[src/design/rpps_regs.vh]
// Timing and reset constants for the reset pin and power-up sequencer
// Functional notes
// - Pin low under 60 ns gives reset only, never power-down.
// - Low between 60 and 90 ns resets; power-down entry is undefined.
// - Pin low longer than 90 ns enters power-down.
// - Power-on clear loads control register with all zeros.
// - All-zero control register selects internal reference mode.
// - Serial interface operational 500 us after power-up; host waits.
// - Reset restores control register defaults and disables temperature averaging.
// - In power-down, digital inputs other than the pin are ignored.
// - Pin acts asynchronously to serial clock, honoured at any time.
`ifndef RPPS_REGS_VH
`define RPPS_REGS_VH
`define RPPS_CLK_PERIOD_PS    10000
`define RPPS_RST_ONLY_NS      60
`define RPPS_PD_NS            90
`define RPPS_REF_SETTLE_US    5500
`define RPPS_IF_READY_US      500
`define RPPS_CTRL_W           16
`define RPPS_CTRL_RESET       16'h0000
`define RPPS_REFSEL_BIT       0
`endif

[src/design/rpps_sequencer.v]
// Reset pin pulse sorter and power-up sequencer
`timescale 1ns/100ps
`default_nettype none
`include "rpps_regs.vh"
module rpps_sequencer #(
    // Cycles per microsecond first, so the product stays inside 32 bits
    parameter integer IF_READY_CYC  = `RPPS_IF_READY_US * (1000000 / `RPPS_CLK_PERIOD_PS),
    parameter integer REF_READY_CYC = `RPPS_REF_SETTLE_US * (1000000 / `RPPS_CLK_PERIOD_PS)
) (
    // Clock and reset (nrst is the supply power-on clear)
    input  wire                      clk,
    input  wire                      nrst,
    // Dual-function pin, active low
    input  wire                      powerdown_reset_pin_n,
    // Control register write from the serial interface
    input  wire                      ctrl_wr,
    input  wire [`RPPS_CTRL_W-1:0]   ctrl_wdata,
    // Raw digital inputs to be gated
    input  wire                      dig_in_activity,
    // Status
    output reg  [`RPPS_CTRL_W-1:0]   ctrl_q,
    output reg                       chip_reset_q,
    output reg                       powered_down_q,
    output reg                       temp_avg_en_q,
    output wire                      internal_ref_sel,
    output wire                      if_ready,
    output wire                      ref_ready,
    output wire                      dig_in_gated
);
    // Power-down bound rounds up so a 90 ns low is never cut short
    localparam integer PD_MIN_CYC = (`RPPS_PD_NS * 1000 + `RPPS_CLK_PERIOD_PS - 1) / `RPPS_CLK_PERIOD_PS;
    localparam integer CW         = 8;

    // Pin sorter states
    localparam [1:0] ST_RUN  = 2'b00;
    localparam [1:0] ST_LOW  = 2'b01;
    localparam [1:0] ST_DOWN = 2'b10;

    // Pin synchroniser; first stage read only by the second
    reg                     pin_s1_q;
    reg                     pin_s2_q;

    // Sorter state and low-time counter
    reg  [1:0]              state_q;
    reg  [1:0]              state_d;
    reg  [CW-1:0]           low_cnt_q;
    reg  [CW-1:0]           low_cnt_d;
    reg                     chip_reset_d;
    reg                     powered_down_d;
    reg                     restart_q;
    reg                     restart_d;

    // Sorter conditions
    wire                    pin_low;
    wire                    cnt_full;
    wire                    pd_reached;

    // Control register next values
    reg  [`RPPS_CTRL_W-1:0] ctrl_d;
    reg                     temp_avg_en_d;
    wire                    wr_take;

    // Idle level high, so no false edge follows reset
    always @(posedge clk) begin
        if (!nrst) begin
            pin_s1_q <= 1'b1;
            pin_s2_q <= 1'b1;
        end else begin
            pin_s1_q <= powerdown_reset_pin_n;
            pin_s2_q <= pin_s1_q;
        end
    end

    assign pin_low    = ~pin_s2_q;
    assign cnt_full   = (low_cnt_q == {CW{1'b1}});
    assign pd_reached = (low_cnt_q >= PD_MIN_CYC[CW-1:0]);

    // Low-time sorter; pulses under one cycle may be missed, a sampling limit
    always @* begin
        state_d        = state_q;
        low_cnt_d      = low_cnt_q;
        chip_reset_d   = chip_reset_q;
        powered_down_d = powered_down_q;
        restart_d      = 1'b0;
        case (state_q)
            ST_RUN: begin
                chip_reset_d   = 1'b0;
                powered_down_d = 1'b0;
                low_cnt_d      = {CW{1'b0}};
                if (pin_low) begin
                    state_d      = ST_LOW;
                    chip_reset_d = 1'b1;
                    low_cnt_d    = {{(CW-1){1'b0}}, 1'b1};
                end
            end
            ST_LOW: begin
                if (pin_low) begin
                    chip_reset_d = 1'b1;
                    if (!cnt_full) begin
                        low_cnt_d = low_cnt_q + {{(CW-1){1'b0}}, 1'b1};
                    end
                    // Mid band resolves by count: power-down once the count reaches the bound
                    if (pd_reached) begin
                        state_d        = ST_DOWN;
                        powered_down_d = 1'b1;
                    end
                end else begin
                    // Short pulse: reset only, waits rerun
                    state_d        = ST_RUN;
                    chip_reset_d   = 1'b0;
                    powered_down_d = 1'b0;
                    low_cnt_d      = {CW{1'b0}};
                    restart_d      = 1'b1;
                end
            end
            ST_DOWN: begin
                chip_reset_d   = 1'b1;
                powered_down_d = 1'b1;
                if (!pin_low) begin
                    // Release leaves power-down through a full restart
                    state_d        = ST_RUN;
                    chip_reset_d   = 1'b0;
                    powered_down_d = 1'b0;
                    low_cnt_d      = {CW{1'b0}};
                    restart_d      = 1'b1;
                end
            end
            default: begin
                state_d        = ST_RUN;
                chip_reset_d   = 1'b1;
                powered_down_d = 1'b0;
                low_cnt_d      = {CW{1'b0}};
                restart_d      = 1'b1;
            end
        endcase
    end

    always @(posedge clk) begin
        if (!nrst) begin
            state_q        <= ST_RUN;
            low_cnt_q      <= {CW{1'b0}};
            chip_reset_q   <= 1'b1;
            powered_down_q <= 1'b0;
            restart_q      <= 1'b1;
        end else begin
            state_q        <= state_d;
            low_cnt_q      <= low_cnt_d;
            chip_reset_q   <= chip_reset_d;
            powered_down_q <= powered_down_d;
            restart_q      <= restart_d;
        end
    end

    // Writes refused until the interface is up, and while held or powered down
    assign wr_take = ctrl_wr & if_ready & ~powered_down_q & ~chip_reset_q;

    // Control register, cleared by any pin reset
    always @* begin
        ctrl_d        = ctrl_q;
        temp_avg_en_d = temp_avg_en_q;
        if (chip_reset_q) begin
            ctrl_d        = `RPPS_CTRL_RESET;
            temp_avg_en_d = 1'b0;
        end else if (wr_take) begin
            ctrl_d        = ctrl_wdata;
            temp_avg_en_d = 1'b1;
        end
    end

    always @(posedge clk) begin
        if (!nrst) begin
            ctrl_q        <= `RPPS_CTRL_RESET;
            temp_avg_en_q <= 1'b0;
        end else begin
            ctrl_q        <= ctrl_d;
            temp_avg_en_q <= temp_avg_en_d;
        end
    end

    assign internal_ref_sel = ~ctrl_q[`RPPS_REFSEL_BIT];

    // Gated combinationally; activity during reset or power-down never reaches logic
    assign dig_in_gated     = dig_in_activity & ~powered_down_q & ~chip_reset_q;

    // Waits restart on power-on and after each pin pulse ends
    rpps_wait_timer #(
        .CYCLES (IF_READY_CYC),
        .W      (24)
    ) u_if_wait (
        .clk     (clk),
        .nrst    (nrst),
        .restart (restart_q),
        .done    (if_ready)
    );

    rpps_wait_timer #(
        .CYCLES (REF_READY_CYC),
        .W      (24)
    ) u_ref_wait (
        .clk     (clk),
        .nrst    (nrst),
        .restart (restart_q),
        .done    (ref_ready)
    );
endmodule
`default_nettype wire

[src/design/rpps_wait_timer.v]
// Down-counter that raises done after a programmable number of cycles
`timescale 1ns/100ps
`default_nettype none
module rpps_wait_timer #(
    parameter integer CYCLES = 16,
    parameter integer W      = 20
) (
    // Clock and reset
    input  wire         clk,
    input  wire         nrst,
    // Control
    input  wire         restart,
    output reg          done
);
    reg  [W-1:0] cnt_q;

    always @(posedge clk) begin
        if (!nrst || restart) begin
            cnt_q <= CYCLES[W-1:0];
            done  <= 1'b0;
        end else if (cnt_q > {{(W-1){1'b0}}, 1'b1}) begin
            cnt_q <= cnt_q - {{(W-1){1'b0}}, 1'b1};
        end else begin
            done <= 1'b1;
        end
    end
endmodule
`default_nettype wire

[config.mk]
export PLATFORM = sky130hd
export DESIGN_NAME = rpps_sequencer
export DESIGN_NICKNAME = d
export VERILOG_FILES = /design/src/design/rpps_sequencer.v /design/src/design/rpps_wait_timer.v
export VERILOG_INCLUDE_DIRS = /design/src /design/src/design
export SDC_FILE = /design/constraint.sdc
export NUM_CORES = 1
export LEC_CHECK = 0
export BUFFER_PORTS_ARGS = -buffer_cell sky130_fd_sc_hd__buf_2
export CAP_MARGIN = 10
export CORE_UTILIZATION = 45
export CTS_BUF_LIST = sky130_fd_sc_hd__clkbuf_16
export CTS_CLUSTER_DIAMETER = 60
export DETAILED_ROUTE_END_ITERATION = 10
export GPL_TIMING_DRIVEN = 1
export PLACE_DENSITY = 0.67
export REMOVE_ABC_BUFFERS = 1
export SYNTH_ARGS = -nofsm -noshare
export SYNTH_HDL_FRONTEND = slang
export SYNTH_HIERARCHICAL = 1
export SYNTH_SLANG_ARGS = --single-unit
[constraint.sdc]
create_clock -name clk -period 2.6 [get_ports clk]
set_clock_uncertainty 0.05 [all_clocks]
set_input_delay 0.13 -clock clk [delete_from_list [all_inputs] [get_ports clk]]
set_output_delay 0.13 -clock clk [all_outputs]
set_load 0.01 [all_outputs]
Yosys cells after proc, flatten, opt, wreduce, memory -nomap -nowiden

Index checks and enable logic that the tools add are counted.

Register bits: 82
Input bits: 21
Output and inout bits: 23
Logic and storage cells: 60

Equal/unequal tests: 7
Mux-type cells: 16
Add/sub/neg operators: 3
Reductions and logical operators: 9
$lt $le $gt $ge: 3
Bitwise logic cells: 9

Operator list:

| kind                    | count |
|---|---|
| $gt A24 B1 Y1 const B   | 2 |
| $sub A24 B1 Y24 const B | 2 |
| $mux W8                 | 3 |
| $pmux W8 S3             | 1 |
| $add A8 B1 Y8 const B   | 1 |
| $eq A8 B8 Y1 const B    | 1 |
| $ge A8 B4 Y1 const B    | 1 |
| $mux W2                 | 4 |
| $ne A3 B3 Y1 const B    | 2 |
| $pmux W2 S3             | 1 |
| $and A1 B1 Y1           | 5 |
| $mux W1                 | 5 |
| $ne A2 B2 Y1 const B    | 2 |
| $not A1 Y1              | 4 |
| $pmux W1 S2             | 2 |
| $reduce_and A2 Y1       | 2 |
| $reduce_or A2 Y1        | 2 |
| $reduce_and A3 Y1       | 1 |
| $reduce_or A3 Y1        | 1 |
| $eq A2 B1 Y1 const B    | 1 |
| $eq A2 B2 Y1 const B    | 1 |
| $logic_not A2 Y1        | 1 |
| $logic_not A1 Y1        | 1 |
| $logic_or A1 B1 Y1      | 1 |

Longest topological paths before layout

Depth in word-level cells: 4
Depth in mapped cells: 8
Gate-level depth less buffers: 7

Hierarchy

The synthesis kept the hierarchy.

By module, submodules not included:

| module                        | cells each | seq. area each (sq um) | times used | area an instance (sq um) |
|---|---|---|---|---|
| rpps_wait_timer at u_if_wait  | 177        | 500.5                  | 1          | 1470.2 |
| rpps_sequencer                | 170        | 640.6                  | 1          | 1406.3 |
| rpps_wait_timer at u_ref_wait | 142        | 500.5                  | 1          | 1232.4 |

Worst setup path before layout

No wires, ideal clock.

Kind: register -> register
From: register u_ref_wait.cnt_q[21]
To: register u_ref_wait.cnt_q[13]
Path slack: 0.400 ns
Setup time: 0.127 ns
Clock period less this slack: 2.200 ns
Arrival time: 2.023 ns
Buffers on the path: 0
Stages on the path, launching flop included: 6
Required time: 2.423 ns
Cells stage by stage: dfxtp_1 -> or4_1 -> or4b_4 -> o211ai_4 -> nor4_1 -> or3_1

Word-level cells in the longest chain between the ends: 1

RTL lines:

| item                     | RTL line             | source |
|---|---|---|
| start: declaration       | rpps_wait_timer.v:15 | `reg [W-1:0] cnt_q;` |
| start signal: assignment | rpps_wait_timer.v:19 | `cnt_q <= CYCLES[W-1:0];` |
| start signal: assignment | rpps_wait_timer.v:22 | `cnt_q <= cnt_q - {{(W-1){1'b0}}, 1'b1};` |
| $gt A24 B1 Y1            | rpps_wait_timer.v:21 | `end else if (cnt_q > {{(W-1){1'b0}}, 1'b1}) begin` |

Every way passes these cells.
A chain may end at the register's enable or synchronous reset.

Worst setup path after layout

From: register u_ref_wait.cnt_q[0]
To: register u_ref_wait.cnt_q[10]

Word-level cells in the longest chain between the ends: 1
Elaborated cells on any way between the ends: 2
Those cells by class: 1 x add/sub; 1 x order compare

RTL lines:

| item                                                    | RTL line |
|---|---|
| $sub A24 B1 Y24 / $gt A24 B1 Y1 (equally long branches) | rpps_wait_timer.v:22, rpps_wait_timer.v:21 |

Parallel ways exist; a longest one is shown, timed or not.

==> flow_summary.json <==
{
  "max_cap_violations": 0,
  "grt_max_degree": 23,
  "clkSinkCount": 82,
  "layout_commonest_cell": "dfxtp_1",
  "finalNonFillerCells": 662,
  "placed_cell_area_um2": 4440,
  "synthCells": 489,
  "endpoint_kind": "flop",
  "fin_ws_ps": 221,
  "critical_path.top_delay_family": "simple AND/OR/NAND/NOR gates",
  "rows": 34,
  "grt_pass1_vias": 3397,
  "seq_area_frac_synth_pct": 40.0,
  "max_freq_ghz": 0.420,
  "core-area_um2": 8760,
  "grt_overflow": 0,
  "fin_setup_tns_ps": 0,
  "required_ps": 2760,
  "ioPinCount": 44,
  "final_net_count": 581,
  "finish.utilization_pct": 55.9,
  "viasPerCell": 5.63,
  "hp-class": "in2reg",
  "totalWireLength_um": 9130,
  "numCtsBuffers": 9,
  "synthArstFlopShare_pct": 0,
  "grt_antenna_before_repair": 0,
  "max-clock-path-buffers": 2,
  "slew_headroom_pct": 45.9,
  "dr.pass1.iters": 4,
  "root_buffer": "clkbuf_16",
  "wl_per_cell_um": 13.8,
  "setup-violations-final": 0,
  "drt_iter0_drc": 131,
  "grt_pass1_wl_um": 15100,
  "die_y_um": 97.6,
  "syn_area_per_cell_um2": 8.40,
  "worst-setup-path-type": "reg2reg",
  "fp.dieW_um": 97.6,
  "drv_slew": 0,
  "dp_cells": 629,
  "critical_path.startpoint_type": "flop",
  "synth-edff-count": 0,
  "leakage_nw": 1.73,
  "clkTransAtPathRegs_ps": 60,
  "drive_gt1_share_pct": 14.3,
  "fin_crit_sh_pct": 91.5,
  "hold_violations": 0,
  "vias": 3729,
  "clk_latency_ps": 330,
  "worstMarginPinSlew_ps": 812,
  "finalPower_mw": 2.76,
  "drc": 0,
  "synth_cell_types": 59,
  "outcome": "completed",
  "synth-seq-cells": 82,
  "dp_hpwl_um": 6250,
  "multi_input_area_um2": 2320,
  "crit_chain": "inv_1 -> ha_1 -> or3b_2 -> nor2_1 -> o21ai_2 -> o31a_1 -> or3_1",
  "io_buffers": 43,
  "pre_cts_slack_ps": 229,
  "grt_usage_pct": 19.3,
  "ir_drop_uv": 322,
  "htreeDepth": 3,
  "cts_tree": "yes",
  "area_growth_pct": 19.2,
  "crit_buf_inv": 1,
  "stdcell_area_um2": 4900,
  "gp_congestion": 0.835,
  "antenna_left": 0,
  "finalCriticalPeriod_ps": 2380,
  "rsz0062_at_grt": "false",
  "dieArea_um2": 9520,
  "fillCellCount": 767,
  "synth_warnings": 6,
  "cts_resized": 0,
  "final_cell_mix": "dfxtp_1, nand2_1, nor2_1",
  "area.sequential_um2": 1640,
  "power_density_nw_per_um2": 563,
  "cp_data_arrival_time_ps": 2540,
  "start_util_pct": 46.9,
  "holdWs_ps": 39.4,
  "antenna_cells": 0,
  "cp_max_fo": 6,
  "ys.flop_type": "dfxtp_1",
  "critPathSlowestCell": "or3b_2",
  "syn_area_um2": 4110,
  "max_stage_delay_ps": 520
}
[logic make-up (layout without fill, tap and decap cells)]
family | after synthesis | count (layout) | synth area share [%]
AND/OR/NAND/NOR | 234 | 234 | 30.9
AO/OA/AOI/OAI | 96 | 96 | 15.4
flip-flops | 82 | 82 | 40.0
buffers and inverters | 36 | 101 | 3.53
multiplexers | 16 | 16 | 3.90
XOR/XNOR | 14 | 14 | 2.98
adder cells (fa/ha/maj) | 11 | 11 | 3.35
[state kept, by name, indices dropped and copies added (netlist names)]
signal and count:
chip_reset_q 1, u_ref_wait/done 1, restart_q 1, ctrl_q 16, state_q 2, powered_down_q 1, u_if_wait/cnt_q 24, u_ref_wait/cnt_q 24
low_cnt_q 8, pin_s1_q 1, u_if_wait/done 1, pin_s2_q 1, temp_avg_en_q 1
[worst register-to-register path: stages, from the launching register on]
cell and delay [ps]:
dfxtp_1 330, inv_1 100, ha_1 210, or3b_2 520, nor2_1 360, o21ai_2 140
o31a_1 250, or3_1 290
[per-layer routing]
layer,GRT usage [%],vias up,part of all wire [%]
met5,0,-,0
met4,8.03,0,2.0
met3,4.10,16,5.2
met2,33.3,110,48
met1,23.1,1715,45
li1,-,1888,-
[synth_stat cells (12+ instances only)]
| cell type | instances | area [um^2] |
|---|---|---|
| dfxtp_1 | 82 | 1640 |
| nand2_1 | 55 | 206 |
| nor2_1 | 47 | 176 |
| a21oi_1 | 35 | 175 |
| nor4_1 | 18 | 113 |
| inv_1 | 16 | 60.1 |
| mux2i_1 | 16 | 160 |
| nand2b_1 | 15 | 93.8 |
| nor3_1 | 15 | 75.1 |
| clkbuf_1 | 13 | 48.8 |
| o21ai_0 | 13 | 65.1 |
| or4_1 | 12 | 90.1 |
[path summary, 6_finish.rpt]
path / cells after the start / slack (ps) / endpoint / startpoint
max: 7 / 220 / u_ref_wait/cnt_q[10]$_SDFFE_PP1N_ / u_ref_wait/cnt_q[0]$_SDFFE_PP0N_
min: 2 / 40 / pin_s1_q$_SDFF_PN1_ / nrst
max reg2reg: 7 / 220 / u_ref_wait/cnt_q[10]$_SDFFE_PP1N_ / u_ref_wait/cnt_q[0]$_SDFFE_PP0N_
min reg2reg: 1 / 360 / pin_s2_q$_SDFF_PN1_ / pin_s1_q$_SDFF_PN1_
[area by class of cell]
cell class                 count  area share, %
sequential                    82           33.5
multi-input combinational    371           47.4
tap                          108           2.76
inverter                      16           1.23
timing repair buffer          69           9.24
clock inverter                 7           1.28
clock buffer                   9           4.60
[where the power goes]
part | total, mW | internal, mW | switching, mW
logic | 0.245 | 0.104 | 0.141
registers | 1.30 | 1.28 | 0.0247
clock network | 1.21 | 0.733 | 0.480
total | 2.76 | 2.11 | 0.645
[repair_timing]
action	4_1_cts	5_1_grt
setup buffers	0	0
hold buffers	17	0
hold endpoints to repair	17	0
No activity file was read; power rests on OpenSTA's default activity.
